[config.mk]
export PLATFORM = sky130hd
export DESIGN_NAME = acquisition_trigger_select
export DESIGN_NICKNAME = d
export VERILOG_FILES = /design/src/hdl/trig_sel_pkg.sv /design/src/hdl/level_sync.sv /design/src/hdl/pulse_meter.sv /design/src/hdl/acquisition_trigger_select.sv
export SDC_FILE = /design/constraint.sdc
export NUM_CORES = 1
export LEC_CHECK = 0
export ABC_AREA = 1
export BUFFER_PORTS_ARGS = -buffer_cell sky130_fd_sc_hd__buf_4
export CAP_MARGIN = 20
export CORE_UTILIZATION = 41
export CTS_CLUSTER_DIAMETER = 30
export DETAILED_ROUTE_END_ITERATION = 8
export HOLD_SLACK_MARGIN = 0.15
export PLACE_DENSITY_LB_ADDON = 0.25
export SYNTH_ARGS = -nofsm -noshare
export SYNTH_HDL_FRONTEND = slang
export SYNTH_HIERARCHICAL = 1
export SYNTH_SLANG_ARGS = --single-unit
[constraint.sdc]
create_clock -name mclk -period 5.6 [get_ports mclk]
set_input_delay 0.28 -clock mclk [delete_from_list [all_inputs] [get_ports mclk]]
set_output_delay 0.28 -clock mclk [all_outputs]
set_load 0.03 [all_outputs]
[src/hdl/trig_sel_pkg.sv]
// constants shared by the trigger selection block
// Functional notes
// free-run mode starts recording after setup only
// force command triggers only while armed
// direction zero keeps connector driver off
// internal mode output drives high at start
// external mode forces connector to input
// external mode codes alone enable input
// external trigger is never echoed out
// rising edge mode triggers on low-high
// falling edge mode triggers on high-low
// dual edge mode triggers on either edge
// long high pulse beyond width triggers
// short high pulse below width triggers
// long low pulse beyond width triggers
// short low pulse below width triggers
// termination one low, zero high impedance
// pulse width samples, only 2..255 accepted
// one trigger per run, re-arm after finish
// short pulse never fires long mode
// input synchronised, lengths in sample clocks
// reset: free-run, driver off, nothing pending
package trig_sel_pkg;
    // printed offsets are register indexes; byte address is index * 4
    localparam logic [17:0] IDX_COMMAND = 18'h00000;
    localparam logic [17:0] IDX_MODE = 18'h09c40;
    localparam logic [17:0] IDX_DIRECTION = 18'h09ca4;
    localparam logic [17:0] IDX_TERMINATION = 18'h09cae;
    localparam logic [17:0] IDX_PULSE_WIDTH = 18'h0abe0;
    localparam logic [17:0] IDX_STATUS = 18'h0ac44;
    localparam int IDX_LSB = 2;
    localparam int IDX_MSB = 19;

    // trigger mode codes
    localparam logic [31:0] MODE_FREE_RUN = 32'h00000000;
    localparam logic [31:0] MODE_RISE = 32'h00004e20;
    localparam logic [31:0] MODE_FALL = 32'h00004e2a;
    localparam logic [31:0] MODE_BOTH = 32'h00004e3e;
    localparam logic [31:0] MODE_HIGH_LONG = 32'h00004e21;
    localparam logic [31:0] MODE_HIGH_SHORT = 32'h00004e22;
    localparam logic [31:0] MODE_LOW_LONG = 32'h00004e2b;
    localparam logic [31:0] MODE_LOW_SHORT = 32'h00004e2c;

    // board commands
    localparam logic [31:0] CMD_FORCE = 32'h00000010;
    localparam logic [31:0] CMD_START = 32'h00000004;
    localparam logic [31:0] CMD_STOP = 32'h00000040;

    // pulse width limits and reset value
    localparam logic [7:0] PW_MIN = 8'h02;
    localparam logic [7:0] PW_RESET = 8'h02;

    // status register fields
    localparam int ST_IDLE_BIT = 0;
    localparam int ST_SETUP_BIT = 1;
    localparam int ST_ARMED_BIT = 2;
    localparam int ST_RUN_BIT = 3;
    localparam int ST_EXT_BIT = 4;
    localparam int ST_OE_BIT = 5;
    localparam int ST_LEVEL_BIT = 6;
    localparam int ST_COUNT_LSB = 16;

    // setup delay before arming
    localparam real SETUP_TIME_NS = 64.0;
    localparam real CLK_PERIOD_NS = 8.0;
    localparam int SETUP_CYCLES_I = int'(SETUP_TIME_NS / CLK_PERIOD_NS);
    localparam logic [7:0] SETUP_CYCLES = 8'(SETUP_CYCLES_I);

    typedef enum logic [3:0] {
        S_IDLE = 4'h1,
        S_SETUP = 4'h2,
        S_ARMED = 4'h4,
        S_RUN = 4'h8
    } run_state_e;
endpackage : trig_sel_pkg

[src/hdl/level_sync.sv]
// two-stage synchroniser for the trigger connector input
`timescale 1ns/1ps
module level_sync
(
    input wire logic mclk,   // sample clock
    input wire logic resetn, // async reset, active low
    input wire logic din,    // asynchronous level
    output logic dout        // synchronised level
);
    logic meta_q;

    always_ff @(posedge mclk or negedge resetn)
    begin
        if (!resetn)
        begin
            meta_q <= 1'b0;
            dout <= 1'b0;
        end
        else
        begin
            meta_q <= din;
            dout <= meta_q;
        end
    end
endmodule : level_sync

[src/hdl/pulse_meter.sv]
// measures one polarity of pulses in sample clocks
`timescale 1ns/1ps
module pulse_meter
(
    input wire logic mclk,        // sample clock
    input wire logic resetn,      // async reset, active low
    input wire logic lvl,         // synchronised input level
    input wire logic pol,         // level that forms the pulse
    input wire logic [7:0] width, // threshold in samples
    output logic long_hit,        // pulse got longer than width
    output logic short_hit        // pulse ended shorter than width
);
    logic prev_q;
    logic in_pulse_q;
    logic [8:0] cnt_q;

    // a pulse is only measured after its leading edge was seen
    always_ff @(posedge mclk or negedge resetn)
    begin
        if (!resetn)
        begin
            prev_q <= 1'b0;
            in_pulse_q <= 1'b0;
            cnt_q <= 9'h000;
            long_hit <= 1'b0;
            short_hit <= 1'b0;
        end
        else
        begin
            prev_q <= lvl;
            long_hit <= 1'b0;
            short_hit <= 1'b0;
            if (lvl == pol && prev_q != pol)
            begin
                in_pulse_q <= 1'b1;
                cnt_q <= 9'h001;
            end
            else if (lvl == pol && in_pulse_q)
            begin
                if (cnt_q != 9'h1ff)
                    cnt_q <= cnt_q + 9'h001;
                // fires on sample width+1, never earlier
                if (cnt_q == {1'b0, width})
                    long_hit <= 1'b1;
            end
            else if (lvl != pol && in_pulse_q)
            begin
                in_pulse_q <= 1'b0;
                // judged when the trailing edge arrives
                if (cnt_q < {1'b0, width})
                    short_hit <= 1'b1;
            end
        end
    end
endmodule : pulse_meter

[src/hdl/acquisition_trigger_select.sv]
// trigger source selection, detection and connector control
`timescale 1ns/1ps
module acquisition_trigger_select
    import trig_sel_pkg::*;
(
    input wire logic mclk,          // 125 MHz sample clock
    input wire logic resetn,        // async reset, active low
    input wire logic hsel,          // ahb slave select
    input wire logic [31:0] haddr,  // ahb address
    input wire logic [1:0] htrans,  // ahb transfer type
    input wire logic hwrite,        // ahb write
    input wire logic [2:0] hsize,   // ahb size
    input wire logic [31:0] hwdata, // ahb write data
    input wire logic hready,        // ahb bus ready
    output logic [31:0] hrdata,     // ahb read data
    output logic hreadyout,         // ahb slave ready
    output logic hresp,             // ahb response
    input wire logic acq_done,      // recording or replay finished
    input wire logic trig_pin_i,    // connector level in
    output logic trig_pin_o,        // connector level out
    output logic trig_pin_oe,       // connector driver enable
    output logic term_low_z,        // low impedance termination on
    output logic trig_event,        // one-cycle trigger pulse
    output logic acq_active         // recording or replay running
);
    logic [31:0] mode_q;
    logic [31:0] dir_q;
    logic term_q;
    logic [7:0] pw_q;
    logic [15:0] trig_cnt_q;
    logic [7:0] setup_cnt_q;
    run_state_e state_q;

    logic wr_pend_q;
    logic [17:0] wr_idx_q;
    logic addr_ok;
    logic [17:0] a_idx;
    logic wr_cmd;
    logic [31:0] rd_d;

    logic lvl_s;
    logic lvl_q;
    logic hi_long;
    logic hi_short;
    logic lo_long;
    logic lo_short;
    logic ext_mode;
    logic ext_hit;
    logic force_hit;
    logic fire;
    logic start_cmd;
    logic stop_cmd;
    logic run_hold;
    logic drive_ok;
    logic mode_ok;
    logic pw_ok;

    assign a_idx = haddr[IDX_MSB:IDX_LSB];
    assign addr_ok = hsel && hready && htrans[1];

    // only the seven external codes turn the input on
    always_comb
    begin
        unique case (mode_q)
            MODE_RISE, MODE_FALL, MODE_BOTH,
            MODE_HIGH_LONG, MODE_HIGH_SHORT,
            MODE_LOW_LONG, MODE_LOW_SHORT: ext_mode = 1'b1;
            default: ext_mode = 1'b0;
        endcase
    end

    // unknown mode codes are refused so a legal mode always stays set
    always_comb
    begin
        unique case (hwdata)
            MODE_FREE_RUN, MODE_RISE, MODE_FALL, MODE_BOTH,
            MODE_HIGH_LONG, MODE_HIGH_SHORT,
            MODE_LOW_LONG, MODE_LOW_SHORT: mode_ok = 1'b1;
            default: mode_ok = 1'b0;
        endcase
    end

    // ahb: zero wait states, response always okay
    always_ff @(posedge mclk or negedge resetn)
    begin
        if (!resetn)
        begin
            hreadyout <= 1'b0;
            hresp <= 1'b0;
        end
        else
        begin
            hreadyout <= 1'b1;
            hresp <= 1'b0;
        end
    end

    always_ff @(posedge mclk or negedge resetn)
    begin
        if (!resetn)
        begin
            wr_pend_q <= 1'b0;
            wr_idx_q <= 18'h00000;
        end
        else
        begin
            wr_pend_q <= addr_ok && hwrite;
            wr_idx_q <= a_idx;
        end
    end

    // read data is captured at the address phase edge
    always_comb
    begin
        rd_d = 32'h00000000;
        unique case (a_idx)
            IDX_MODE: rd_d = mode_q;
            IDX_DIRECTION: rd_d = dir_q;
            IDX_TERMINATION: rd_d = {31'h00000000, term_q};
            IDX_PULSE_WIDTH: rd_d = {24'h000000, pw_q};
            IDX_STATUS:
            begin
                rd_d[ST_IDLE_BIT] = state_q == S_IDLE;
                rd_d[ST_SETUP_BIT] = state_q == S_SETUP;
                rd_d[ST_ARMED_BIT] = state_q == S_ARMED;
                rd_d[ST_RUN_BIT] = state_q == S_RUN;
                rd_d[ST_EXT_BIT] = ext_mode;
                rd_d[ST_OE_BIT] = trig_pin_oe;
                rd_d[ST_LEVEL_BIT] = lvl_s;
                rd_d[ST_COUNT_LSB +: 16] = trig_cnt_q;
            end
            default: rd_d = 32'h00000000;
        endcase
    end

    always_ff @(posedge mclk or negedge resetn)
    begin
        if (!resetn)
            hrdata <= 32'h00000000;
        else if (addr_ok && !hwrite)
            hrdata <= rd_d;
    end

    // configuration registers
    always_ff @(posedge mclk or negedge resetn)
    begin
        if (!resetn)
        begin
            mode_q <= MODE_FREE_RUN;
            dir_q <= 32'h00000000;
            term_q <= 1'b0;
            pw_q <= PW_RESET;
        end
        else if (wr_pend_q)
        begin
            unique case (wr_idx_q)
                IDX_MODE:
                begin
                    if (mode_ok)
                        mode_q <= hwdata;
                end
                IDX_DIRECTION: dir_q <= hwdata;
                IDX_TERMINATION: term_q <= hwdata[0];
                IDX_PULSE_WIDTH:
                begin
                    if (pw_ok)
                        pw_q <= hwdata[7:0];
                end
                default: ;
            endcase
        end
    end

    assign wr_cmd = wr_pend_q && wr_idx_q == IDX_COMMAND;
    // widths outside the legal range are refused and the old one stays
    assign pw_ok = hwdata[31:8] == 24'h000000 && hwdata[7:0] >= PW_MIN;

    // external input path
    level_sync u_sync
    (
        .mclk(mclk),
        .resetn(resetn),
        .din(trig_pin_i),
        .dout(lvl_s)
    );

    always_ff @(posedge mclk or negedge resetn)
    begin
        if (!resetn)
            lvl_q <= 1'b0;
        else
            lvl_q <= lvl_s;
    end

    pulse_meter u_high
    (
        .mclk(mclk),
        .resetn(resetn),
        .lvl(lvl_s),
        .pol(1'b1),
        .width(pw_q),
        .long_hit(hi_long),
        .short_hit(hi_short)
    );

    pulse_meter u_low
    (
        .mclk(mclk),
        .resetn(resetn),
        .lvl(lvl_s),
        .pol(1'b0),
        .width(pw_q),
        .long_hit(lo_long),
        .short_hit(lo_short)
    );

    // edges compare this sample with the previous synchronised one
    always_comb
    begin
        unique case (mode_q)
            MODE_RISE: ext_hit = lvl_s && !lvl_q;
            MODE_FALL: ext_hit = !lvl_s && lvl_q;
            MODE_BOTH: ext_hit = lvl_s != lvl_q;
            MODE_HIGH_LONG: ext_hit = hi_long;
            MODE_HIGH_SHORT: ext_hit = hi_short;
            MODE_LOW_LONG: ext_hit = lo_long;
            MODE_LOW_SHORT: ext_hit = lo_short;
            default: ext_hit = 1'b0;
        endcase
    end

    assign start_cmd = wr_cmd && hwdata == CMD_START;
    assign stop_cmd = wr_cmd && hwdata == CMD_STOP;
    assign force_hit = wr_cmd && hwdata == CMD_FORCE;
    // only the armed state accepts an event; later ones are dropped
    assign fire = state_q == S_ARMED && !stop_cmd &&
                  (mode_q == MODE_FREE_RUN || ext_hit || force_hit);

    // run control
    always_ff @(posedge mclk or negedge resetn)
    begin
        if (!resetn)
            state_q <= S_IDLE;
        // stop wins over every state, a run in progress included
        else if (stop_cmd)
            state_q <= S_IDLE;
        else
        begin
            unique case (state_q)
                S_IDLE:
                begin
                    if (start_cmd)
                        state_q <= S_SETUP;
                end
                S_SETUP:
                begin
                    // the only delay before free-run recording
                    if (setup_cnt_q <= 8'h01)
                        state_q <= S_ARMED;
                end
                S_ARMED:
                begin
                    if (fire)
                        state_q <= S_RUN;
                end
                S_RUN:
                begin
                    if (acq_done)
                        state_q <= S_ARMED;
                end
            endcase
        end
    end

    // setup countdown, loaded by start and run down while setting up
    always_ff @(posedge mclk or negedge resetn)
    begin
        if (!resetn)
            setup_cnt_q <= 8'h00;
        else if (state_q == S_IDLE && start_cmd)
            setup_cnt_q <= SETUP_CYCLES;
        else if (state_q == S_SETUP && setup_cnt_q > 8'h01)
            setup_cnt_q <= setup_cnt_q - 8'h01;
    end

    // a run ends on the edge that sees done or stop, so a free-run
    // retrigger right after re-arm still gives a fresh rising edge
    assign run_hold = state_q == S_RUN && !acq_done && !stop_cmd;
    // any nonzero direction asks for output, external modes win
    assign drive_ok = dir_q != 32'h00000000 && !ext_mode;

    always_ff @(posedge mclk or negedge resetn)
    begin
        if (!resetn)
            trig_event <= 1'b0;
        else
            trig_event <= fire;
    end

    always_ff @(posedge mclk or negedge resetn)
    begin
        if (!resetn)
            acq_active <= 1'b0;
        else
            acq_active <= run_hold || fire;
    end

    // status trigger count, wraps silently after 65535 runs
    always_ff @(posedge mclk or negedge resetn)
    begin
        if (!resetn)
            trig_cnt_q <= 16'h0000;
        else if (fire)
            trig_cnt_q <= trig_cnt_q + 16'h0001;
    end

    // connector drives only for internal modes with direction set
    always_ff @(posedge mclk or negedge resetn)
    begin
        if (!resetn)
            trig_pin_oe <= 1'b0;
        else
            trig_pin_oe <= drive_ok;
    end

    // high for the whole run while driving, rising as it starts; input never echoed
    always_ff @(posedge mclk or negedge resetn)
    begin
        if (!resetn)
            trig_pin_o <= 1'b0;
        else
            trig_pin_o <= drive_ok && (run_hold || fire);
    end

    // termination only matters while the connector is an input
    always_ff @(posedge mclk or negedge resetn)
    begin
        if (!resetn)
            term_low_z <= 1'b0;
        else
            term_low_z <= ext_mode && term_q;
    end
endmodule : acquisition_trigger_select

Yosys cells after proc, flatten, opt, wreduce, memory -nomap -nowiden. Cells that the tools add are included.

Add/sub/neg operators: 4. Magnitude comparators: 5. Equality and inequality tests: 41. Mux-type cells: 40. Bitwise gates (word level): 2. Reductions and logical operators: 58.

Operators by type and width (count): equality test 32 x 15 -> 1 bit (second input constant) (14); equality test 18 x 16 -> 1 bit (second input constant) (9); zero test 32 bit (2); two-way mux 9 bit (6); one-hot mux 16 bit (3 select lines) (1); one-hot mux 7 bit (5 select lines) (1); equality test 32 x 3 -> 1 bit (second input constant) (1); equality test 32 x 5 -> 1 bit (second input constant) (1); equality test 32 x 7 -> 1 bit (second input constant) (1); nonzero test 32 bit (1); one-hot mux 9 bit (3 select lines) (1); logical AND 1 bit (26); zero test 24 bit (1); two-way mux 1 bit (22); two-way mux 4 bit (5); adder 9 x 1 -> 9 bit (second input constant) (2); equality test 9 x 8 -> 1 bit (2); zero test 18 bit (1); less-than comparator 9 x 8 -> 1 bit (2); != test 9 bit (second input constant) (2); adder 16 x 1 -> 16 bit (second input constant) (1); two-way mux 8 bit (2); one-hot mux 4 bit (4 select lines) (1); nonzero test 2 bit (7); other kinds (21) (38).

Register bits: 185. Output and inout bits: 39. Logic and storage cells: 177.

Depth between registers and ports, before layout. Gate-level depths: netlist (run 1).

Word-level depth: 9. Depth in mapped cells: 15.

Modules after synthesis. Netlist (run 1), hierarchy kept.

Modules (own cells, without submodules): acquisition_trigger_select (times used 1, cells each 1052, area an instance 8105.3 sq um); pulse_meter (times used 2, cells each 133, area an instance 940.9 sq um); level_sync (times used 1, cells each 2, area an instance 50.0 sq um).

Worst setup path before layout (run 1). OpenSTA, ideal clock, no wires.

Kind: reg-to-reg. Start point: reg setup_cnt_q[0]. End point: reg setup_cnt_q[6]. Setup time: 0.077 ns. Data arrival time: 1.687 ns. Required time: 5.523 ns. Setup slack: 3.835 ns. Cell stages (with the launch flop): 11. Period minus slack after synthesis: 1.765 ns. Cells stage by stage: dfrtp_1 inv_1 ha_1 or2_2 nand4_1 nand2_1 nor2_1 nand2_1 nor3_1 o21ai_0 a21oi_1.

Longest elaborated chain between the ends: 3. Elaborated cells on any way between the ends: 6. Classes of those cells: add/sub: 1; order compare: 1; mux: 2; reduce/logical: 2.

Ends and longest elaborated chain: from (decl) (line acquisition_trigger_select.sv:31) `logic [7:0] setup_cnt_q;`; from (signal assigned) (line acquisition_trigger_select.sv:283) `setup_cnt_q <= setup_cnt_q - 8'h01;`; subtractor 8 x 1 -> 8 bit or greater-than comparator 8 x 1 -> 1 bit (tied branches) (line acquisition_trigger_select.sv:283, acquisition_trigger_select.sv:282); two-way mux 8 bit or logical AND 1 bit (tied branches) (line acquisition_trigger_select.sv:282) `else if (state_q == S_SETUP && setup_cnt_q > 8'h01)`; two-way mux 8 bit or nonzero test 2 bit (tied branches).

Several ways; a longest one is shown, not always the timed one. The select of a mux whose other input is x is not followed. A chain may end at the register's enable or synchronous reset.

Worst setup path in the final report (run 1).
Start point: in haddr[11]. End point: reg hrdata[16].

Longest elaborated chain between the ends: 2. Elaborated cells on any way between the ends: 4. Classes of those cells: eq/ne: 3; mux: 1.

Ends and longest elaborated chain: from (decl) (line acquisition_trigger_select.sv:9) `input wire logic [31:0] haddr,`; equality test 18 x 16 -> 1 bit (line acquisition_trigger_select.sv:116) `unique case (a_idx)`; one-hot mux 16 bit (3 select lines) (*) (line acquisition_trigger_select.sv:116); to (signal assigned) (line acquisition_trigger_select.sv:141) `hrdata <= rd_d;`; to (decl) (line acquisition_trigger_select.sv:15) `output logic [31:0] hrdata,`.

Every way passes the cells marked *; elsewhere a longest branch is shown, timed or not.

==> results of run 1 <==
==> worst max path at each step <==
stage                     end      startpoint  cells past startpoint  slack [ns]
6_report           hrdata[16]       haddr[11]                      9        3.11
5_1_grt            mode_q[17]      hwdata[13]                     12        2.94
4_1_cts            hrdata[16]       haddr[11]                      9        3.20
3_5_place_dp       hrdata[16]       haddr[11]                      8        3.26
3_3_place_gp        dir_q[28]     wr_idx_q[4]                      7        3.29
2_1_floorplan  setup_cnt_q[6]  setup_cnt_q[0]                     10        3.84
==> final cells by class <==
class	count	area (sq um)
Fill cell	2335	11630
Sequential cell	187	4682
Inverter	179	674.4
Timing Repair Buffer	151	1285
Multi-Input combinational cell	931	4514
Tap cell	319	399.1
Clock buffer	20	446.7
Clock inverter	12	118.9
==> state kept, by name, indices dropped and copies added (netlist names), 4 cells and up <==
| register | flops |
|---|---|
| pw_q | 8 |
| u_high/cnt_q | 9 |
| hrdata | 32 |
| wr_idx_q | 18 |
| setup_cnt_q | 8 |
| mode_q | 32 |
| state_q | 4 |
| u_low/cnt_q | 9 |
| trig_cnt_q | 16 |
| dir_q | 32 |
==> logic make-up after synthesis <==
group / count (synthesis) / synth area share
simple gates: 755 / 0.3316
buf+inv: 208 / 0.08601
flops: 187 / 0.4665
compound gates: 122 / 0.06570
fa+ha+maj: 25 / 0.03116
xor+xnor: 21 / 0.01832
other cells: 2 / 0.0007482
==> stage by stage <==
stage / util / instances
6_report: 0.5103 / 1799
5_1_grt: 0.5103 / 1799
4_1_cts: 0.5091 / 1798
3_5_place_dp: 0.4642 / 1716
3_3_place_gp: 0.4642 / 1716
2_1_floorplan: - / 1326
==> repair_timing <==
| item | CTS | global route |
|---|---|---|
| endpoints found under the setup margin | 0 | 0 |
| endpoints found under the hold margin | 171 | 0 |
| setup buffers | 0 | 0 |
| hold buffers | 50 | 0 |
| resized for setup | 0 | 0 |
==> critical path: cells and delay by family <==
family | cells | cell delay, ns
AOI/OAI and AO/OA | 3 | 0.81
buffers and inverters | 3 | 0.76
and+or+nand+nor | 3 | 1.00
==> power by group through the flow <==
stage / clock network (uW) / logic [uW] / registers [uW]
4_1_cts: 1210 / 426 / 1470
3_5_place_dp: 0 / 397 / 1500
5_1_grt: 1260 / 491 / 1480
6_report: 1180 / 427 / 1470
2_1_floorplan: 0 / 263 / 1490
3_3_place_gp: 0 / 386 / 1500
==> cells in the final DEF (no fill, tap or decap), types with 17 or more instances in the layout <==
master,count
nand4_1,26
buf_4,99
clkbuf_16,17
o21ai_1,24
o21ai_0,51
ha_1,25
dfrtp_1,185
nor2_1,154
nand3_1,97
inv_2,18
dlygate4sd3_1,50
nand2_1,397
xor2_1,19
inv_1,160
a21oi_1,29
==> routing by layer <==
layer | vias to the layer above | GRT usage | part of all wire | routed length [um]
li1 | 4472 | - | - | -
met1 | 4199 | 0.3035 | 0.45 | 11830
met2 | 259 | 0.3668 | 0.47 | 12440
met3 | 35 | 0.04056 | 0.063 | 1662
met4 | 0 | 0.07051 | 0.021 | 544
met5 | - | 0 | 0 | 0
==> flow_metrics.tcl, run 1 <==
set metrics [dict create \
    status "finished clean" \
    yosysMostFrequentCell "nand2_1" \
    yosysSeqAreaShare 0.4665 \
    std_cell_rows 56 \
    hp-class "input pin to register" \
    syn_inst 1320 \
    relSlewSlack 0.4369 \
    crit_path_start_kind "input pin" \
    boundaryPins 115 \
    synthArstFlopShare 1.000 \
    p_per_area_nw_per_um2 253.8 \
    endpoint_kind "register" \
    p_int_uw 2190 \
    core_sq_um 23750 \
    finalPower_uw 3076 \
    start_util 0.4226 \
    synth-edff-count 0 \
    nets 1568 \
    critPathRequiredTime_ns 5.97 \
    ys.flop_type "dfrtp_1" \
    fin_crit_ns 2.493 \
    insertion_delay_ns 0.45 \
    p_sw_frac 0.2880 \
    dr.first_iter.drc_count 772 \
    grt_pass1_wl_um 43130 \
    synth_top_area_frac 0.4612 \
    crit_arrival_ns 2.86 \
    slowest_stage "nand4_1" \
    ys_seq_elements 187 \
    gp_congestion 0.9259 \
    p_leak_uw 0.006065 \
    cp_cell_sequence "dlygate4sd3_1, buf_4, inv_1, nand4_2, nor2_1, nand4_1, o21ai_0, a21oi_1, o21ai_1" \
    cts_buffers 17 \
    yosys_warnings 6 \
    areaGrowthSynthToFinish_pct 20.76 \
    grt_max_degree 126 \
    dp_hpwl_um 19420 \
    cts_sinks 187 \
    vdd_drop_max_uv 189.9 \
    slew_viol_final 0 \
    grt_antenna_before_repair 0 \
    rsz0062_at_grt "no" \
    critPathMaxFanout 16 \
    holdPathEnd "dir_q[22]" \
    final-setup-viol-count 0 \
    wire_per_inst_um 14.72 \
    firstDrtPassIters 7 \
    clock_path_buffers 2 \
    synth.area.top_cells "dfrtp_1 (46%), nand2_1 (15%), inv_1 (6.0%), nor2_1 (5.8%), nand3_1 (4.8%)" \
    max_freq_ghz 0.4011 \
    switching_power_uw 885.9 \
    drt-total-wl_um 26480 \
    reg2reg_to "dir_q[28]" \
    hold_viol_final 0 \
    cts_tree "yes" \
    seqPwrFrac 0.478 \
    die_h_um 158.5 \
    grt_pass1_vias 8458 \
    grt_usage 0.2253 \
    min_from "hwdata[22]" \
    place_area_sq_um 11030 \
    vias 8965 \
    grt.overflow.total 0 \
    h-tree-depth 4 \
    layout_setup_ws_ns 3.107 \
    diodes 0 \
    r2r_cells 7 \
    reg2reg_from "wr_idx_q[4]" \
    comb_power_share 0.139 \
    drcViolationCount 0 \
    cp_slowest_stage_delay_ns 0.63 \
    fin_setup_tns_ns 0 \
    stdcell_area_sq_um 12120 \
    maxCapViolCount 0 \
    place_ws_ns 3.264 \
    hold_depth 3 \
    ys_types 47 \
    synth_area_sq_um 10040 \
    vias_per_cell 4.983 \
    synth_common_cells "nand2_1 (397), dfrtp_1 (185), inv_1 (160), nor2_1 (154), nand3_1 (97)" \
    min_period_over_period 0.4452 \
    holdWs_ns 0.1713 \
    clk_pin_slew_ns 0.08 \
    port-buffer-count 95 \
    worstSetupPathType "input pin to register" \
    die_w_um 158.5 \
    ff2ff_setup_slack_ns 3.27 \
    die-area_sq_um 25110 \
    tightest_slew_ns 0.8447 \
    cts_root_buffer "clkbuf_16" \
    fin_skew_ns 0.01983 \
    final_antenna_net_count 0 \
    yosysTopAreaCell "dfrtp_1" \
    syn_area_per_cell_sq_um 7.604 \
    p_clk_frac 0.383 \
    drive_above_1_share 0.1318 \
]
(Power assumes the default switching activity.)
==> run 2, diff against run 1 <==
ABC_AREA = 0   (was 1)
clock period = 2.16 ns   (was 5.6 ns; I/O delays follow)
==> run 2 against run 1 <==
  * The run now ends with negative setup slack left
  * Routed wire length fell by 10%
  * Final cell count fell by 27%
  * Clock power grew to 2.6 times the previous value
  * Core utilization grew 5.5 points
  * Critical path depth down 2
==> flow_metrics.tcl, run 2 <==
set metrics [dict create \
    drive_above_1_share 0.3017 \
    place_ws_ns -0.2754 \
    largest_registers "dir_q: 32 flops, hrdata: 32 flops, mode_q: 32 flops" \
    synth-xor-area-share 0.04192 \
    ys_seq_elements 187 \
    critical_path_depth 7 \
    final_util 0.5650 \
    die_w_um 149.5 \
    critPathRequiredTime_ns 2.48 \
    switching_power_uw 2130 \
    slowest_stage "or4_4" \
    synth-adder-area-share 0.03505 \
    cts_root_buffer "clkbuf_16" \
    syn_inst 803 \
    start_util 0.4218 \
    tightest_slew_ns 0.6451 \
    fin_skew_ns 0.009236 \
    crit_path_start_kind "register" \
    synth_top_family_by_area "simple AND/OR/NAND/NOR gates" \
    synth_common_cells "dfrtp_1 (185), nor2_1 (68), nand2_1 (64), mux2_2 (52), nor4_1 (29)" \
    r2r_cells 7 \
    yosysMostFrequentCell "dfrtp_1" \
    rsz0062_at_grt "yes" \
    nets 1132 \
    wire_per_inst_um 18.07 \
    boundaryPins 115 \
    final-setup-viol-count 7 \
    vias_per_cell 5.437 \
    fillCellCount 1822 \
    clk_pin_slew_ns 0.08 \
    violations "negative setup slack" \
    min_period_over_period 1.028 \
    dp_hpwl_um 17220 \
    grt_antenna_before_repair 0 \
    ff2ff_setup_slack_ns -0.06 \
    layout_setup_ws_ns -0.05994 \
    final_antenna_net_count 0 \
    cts_buffers 17 \
    fin_crit_ns 2.220 \
    synthArstFlopShare 1.000 \
    seqPwrFrac 0.488 \
    endpoint_kind "register" \
    synth.area.top_cells "dfrtp_1 (52%), mux2_2 (6.6%), ha_1 (3.5%), nor2_1 (2.9%), nand2_1 (2.7%)" \
    die-area_sq_um 22360 \
    std_cell_rows 53 \
    instances_no_fill 1319 \
    grt_max_degree 52 \
    port-buffer-count 95 \
    dr.first_iter.drc_count 445 \
    worstSetupPathType "register to register" \
    ys.flop_type "dfrtp_1" \
    cts_tree "yes" \
    synth-edff-count 0 \
    synthMuxAreaShare 0.07403 \
    synth_area_sq_um 8924 \
    hp-class "input pin to asynchronous set/reset pin" \
    diodes 0 \
    cts_sinks 187 \
    grt_pass1_wl_um 38370 \
    final_cell_mix "dfrtp_1 (184), buf_4 (160), nor2_1 (65)" \
    maxCapViolCount 0 \
    crit_arrival_ns 2.54 \
    hold_viol_final 0 \
    yosysTopAreaCell "dfrtp_1" \
    p_sw_frac 0.2737 \
    p_clk_frac 0.389 \
    relSlewSlack 0.5671 \
    die_h_um 149.5 \
    holdWs_ns 0.1863 \
    yosys_warnings 6 \
    comb_power_share 0.123 \
    synth_compound_area_frac 0.1061 \
    grt_usage 0.2261 \
    yosysSeqAreaShare 0.5247 \
    firstDrtPassIters 5 \
    insertion_delay_ns 0.43 \
    register_area_sq_um 4683 \
    drt-total-wl_um 23830 \
    syn_area_per_cell_sq_um 11.11 \
    clock_path_buffers 2 \
    p_leak_uw 0.005293 \
    synth_top_area_frac 0.5188 \
    ys_types 67 \
    grt_pass1_vias 7111 \
    final_common_cell "dfrtp_1" \
    crit_buf_inv 1 \
    multi_input_area_sq_um 4283 \
    cp_top_family "simple AND/OR/NAND/NOR gates" \
    p_per_area_nw_per_um2 651.2 \
    h-tree-depth 4 \
    grt.overflow.total 0 \
    p_int_uw 5653 \
    vias 7171 \
    cp_cell_sequence "nor4b_4, nand4_2, or4_4, nand2_4, a21o_4, inv_2, mux2_4" \
    vdd_drop_max_uv 387.9 \
    placedCellCount 1230 \
    critPathMaxFanout 3 \
    gp_congestion 0.8653 \
    cp_slowest_stage_delay_ns 0.60 \
    synthSimpleGateAreaFrac 0.1900 \
    max_freq_ghz 0.4505 \
    core_sq_um 21150 \
    slew_viol_final 0 \
    drcViolationCount 0 \
    status "finished with violations" \
    areaGrowthSynthToFinish_pct 33.93 \
]
run 2: cell count changes after synthesis, sizes merged, moves of 15 or more:
cell / previous run / this run
a22oi: 0 / 19
inv: 179 / 28
mux2: 0 / 53
nand2: 408 / 65
nand3: 105 / 21
nor2: 165 / 68
nor2b: 0 / 26
nor4: 17 / 36
o21ai: 75 / 23
xnor2: 2 / 17
run 2: per-stage QoR:
step	TNS, ns	cell area, sq um	total power (uW)
after global placement	-10.48	10580	4724
final	-0.1474	11950	7782
after detailed placement	-12.30	10580	4745
after CTS	-1.228	11820	7852
after floorplan	-0.02692	8972	4294
after global routing	-2.098	11950	8108
run 2: path summary, 6_finish.rpt:
| path | endpoint | from |
|---|---|---|
| max in group asynchronous | state_q[0] | resetn |
| hold reg to reg | u_sync/dout | u_sync/meta_q |
| min in group mclk | hrdata[1] | hready |
| setup / recovery | trig_cnt_q[1] | wr_idx_q[4] |
| setup reg to reg | trig_cnt_q[1] | wr_idx_q[4] |
| hold / removal | hrdata[25] | resetn |
run 2: cells by family after synthesis:
| kind of cell | Yosys count |
|---|---|
| buf+inv | 59 |
| fa+ha+maj | 25 |
| compound gates | 128 |
| simple gates | 302 |
| mux | 59 |
| flops | 187 |
| other cells | 2 |
| xor+xnor | 41 |
run 2: final cells by class:
type                       count  share of cell area
clock buffer                  18             0.03675
multi-input combinational    569              0.3584
timing repair buffer         228              0.1649
inverter                      28            0.008794
clock inverter                14             0.01057
tap                          275             0.02879
sequential                   187              0.3919
run 2: per-layer routing:
layer	GRT usage	vias to the layer above	wire, um
met1	0.3208	3533	11340
met4	0.06429	0	289
met3	0.03476	20	1193
met5	0	-	0
li1	-	3400	-
met2	0.3572	218	11010
run 2: what timing repair did:
action / 4_1_cts / 5_1_grt
setup buffers: 1 / 1
resized for setup: 23 / 23
endpoints found under the hold margin: 263 / 0
pin swaps: 3 / 2
hold buffers: 55 / 0
setup endpoints to repair: 66 / 66
run 2: power by group through the flow:
stage / sequential (uW) / combinational (uW) / clock [uW]
floorplan: 3970 / 324 / 0
global placement: 3860 / 861 / 0
CTS: 3800 / 959 / 3090
detailed placement: 3870 / 879 / 0
finish: 3800 / 955 / 3030
global route: 3820 / 1060 / 3220
==> run 3, diff against run 2 <==
CTS_BUF_LIST = sky130_fd_sc_hd__clkbuf_8   (was not set)
==> run 3 against run 2 <==
  * Worst setup slack worse by 0.0074 ns
  * Global-route usage up 0.095 points
  * The run still ends with negative setup slack left
  * Highest routed layer unchanged
  * Clock-buffer cell count is the same
  * Routed wire length up 2.6%
  * Fmax shrank 0.33%
  * Final cell count up 0.83%
  * Register-to-register slack is essentially flat
  * Clock skew rose by 0.0069 ns
==> flow_metrics.tcl, run 3 (same netlist as run 2, synthesis figures left out) <==
set metrics [dict create \
    fin_crit_ns 2.227 \
    grt.overflow.total 0 \
    firstDrtPassIters 7 \
    final_cell_mix "dfrtp_1 (184), buf_4 (164), nor2_1 (64)" \
    cts_sinks 187 \
    vias_per_cell 5.474 \
    stdcell_area_sq_um 11990 \
    grt_antenna_before_repair 0 \
    fillCellCount 1801 \
    vdd_drop_max_uv 315.8 \
    grt_pass1_wl_um 38540 \
    drive_above_1_share 0.3137 \
    h-tree-depth 4 \
    instances_no_fill 1330 \
    hold_viol_final 0 \
    die_h_um 149.5 \
    cts_buffers 17 \
    critPathRequiredTime_ns 2.52 \
    hold_depth 6 \
    diodes 0 \
    nets 1143 \
    drt-total-wl_um 24460 \
    final_util 0.5668 \
    final-setup-viol-count 9 \
    relSlewSlack 0.5656 \
    min_period_over_period 1.031 \
    holdPathEnd "hrdata[2]" \
    die-area_sq_um 22360 \
    placedCellCount 1230 \
    critPathMaxFanout 6 \
    final_common_cell "dfrtp_1" \
    tightest_slew_ns 0.6473 \
    reg2reg_to "trig_cnt_q[1]" \
    p_leak_uw 0.005294 \
    clk_pin_slew_ns 0.10 \
    grt_usage 0.2270 \
    start_util 0.4218 \
    cts_tree "yes" \
    port-buffer-count 95 \
    register_area_sq_um 4683 \
    core_sq_um 21150 \
    violations "negative setup slack" \
    slew_viol_final 0 \
    r2r_cells 8 \
    max_freq_ghz 0.4490 \
    std_cell_rows 53 \
    crit_path_start_kind "register" \
    cts_root_buffer "clkbuf_8" \
    dp_hpwl_um 17220 \
    reg2reg_from "mode_q[0]" \
    insertion_delay_ns 0.48 \
    final_antenna_net_count 0 \
    grt_max_degree 51 \
    place_area_sq_um 10580 \
    hp-class "input pin to register" \
    vias 7281 \
    areaGrowthSynthToFinish_pct 34.37 \
    ff2ff_setup_slack_ns -0.07 \
    multi_input_area_sq_um 4394 \
    worstSetupPathType "register to register" \
    holdWs_ns 0.2809 \
    p_per_area_nw_per_um2 585.0 \
    maxCapViolCount 0 \
    rsz0062_at_grt "yes" \
    dr.first_iter.drc_count 521 \
    fin_skew_ns 0.01610 \
    drcViolationCount 0 \
    boundaryPins 115 \
    status "finished with violations" \
    endpoint_kind "register" \
    die_w_um 149.5 \
    wire_per_inst_um 18.39 \
    grt_pass1_vias 7205 \
    largest_registers "dir_q: 32 flops, hrdata: 32 flops, mode_q: 32 flops" \
    layout_setup_ws_ns -0.06737 \
    gp_congestion 0.8653 \
    clock_path_buffers 2 \
    crit_arrival_ns 2.59 \
    min_from "hready" \
]
[run 3: cell count changes in the layout (fill, tap and decap cells not counted), sizes merged]
cell and delta:
a41oi +1, buf +8, clkbuf +1, dlygate4sd3 +1
[run 3: timing repair]
action | CTS | global route
buffers inserted | 2 | 6
resized for setup | 23 | 46
hold buffers | 57 | 0
gates cloned | 0 | 3
endpoints found under the setup margin | 66 | 63
pin swaps | 5 | 18
endpoints found under the hold margin | 269 | 0
[run 3: stage by stage]
step	total power, uW	TNS, ns	worst slack [ns]
finish	7015	-0.1347	-0.06737
global route	7338	-2.198	-0.1576
floorplan	4294	-0.02692	-0.02692
global placement	4724	-10.48	-0.2200
CTS	7086	-0.9378	-0.07110
detailed placement	4745	-12.30	-0.2754
[run 3: final cells by class]
cell class                      instances  share of cell area
Inverter                               28            0.008766
Clock inverter                         14             0.01054
Tap cell                              275             0.02870
Sequential cell                       187              0.3906
Clock buffer                           18             0.02066
Multi-Input combinational cell        570              0.3665
Timing Repair Buffer                  238              0.1743
[run 3: per-layer routing]
layer / GRT usage / share of wire / vias up
li1: - / - / 3418
met1: 0.3193 / 0.46 / 3587
met2: 0.3560 / 0.46 / 251
met3: 0.03750 / 0.064 / 25
met4: 0.07347 / 0.016 / 0
met5: 0 / 0 / -
[run 3: how the worst max path moves through the flow]
stage	start	to	slack (ns)
5_1_grt	wr_idx_q[17]	trig_cnt_q[10]	-0.16
4_1_cts	wr_idx_q[4]	trig_cnt_q[4]	-0.07
3_5_place_dp	wr_idx_q[0]	trig_cnt_q[14]	-0.28
3_3_place_gp	wr_idx_q[0]	mode_q[10]	-0.22
2_1_floorplan	u_sync/dout	trig_cnt_q[1]	-0.03
6_report	mode_q[0]	trig_cnt_q[1]	-0.07
[run 3: worst max-delay path: stages (launching register included)]
cell and delay [ns]:
dfrtp_1 0.54, mux2_2 0.38, nand3_1 0.08, o22ai_1 0.07
o211ai_1 0.36, buf_6 0.20, a21o_2 0.16, inv_2 0.05
mux2_4 0.29
[run 3: report_power, final]
part           switching [uW]  internal [uW]
Sequential                139           3660
Clock                    1370            877
Combinational             524            440
Total                    2040           4980
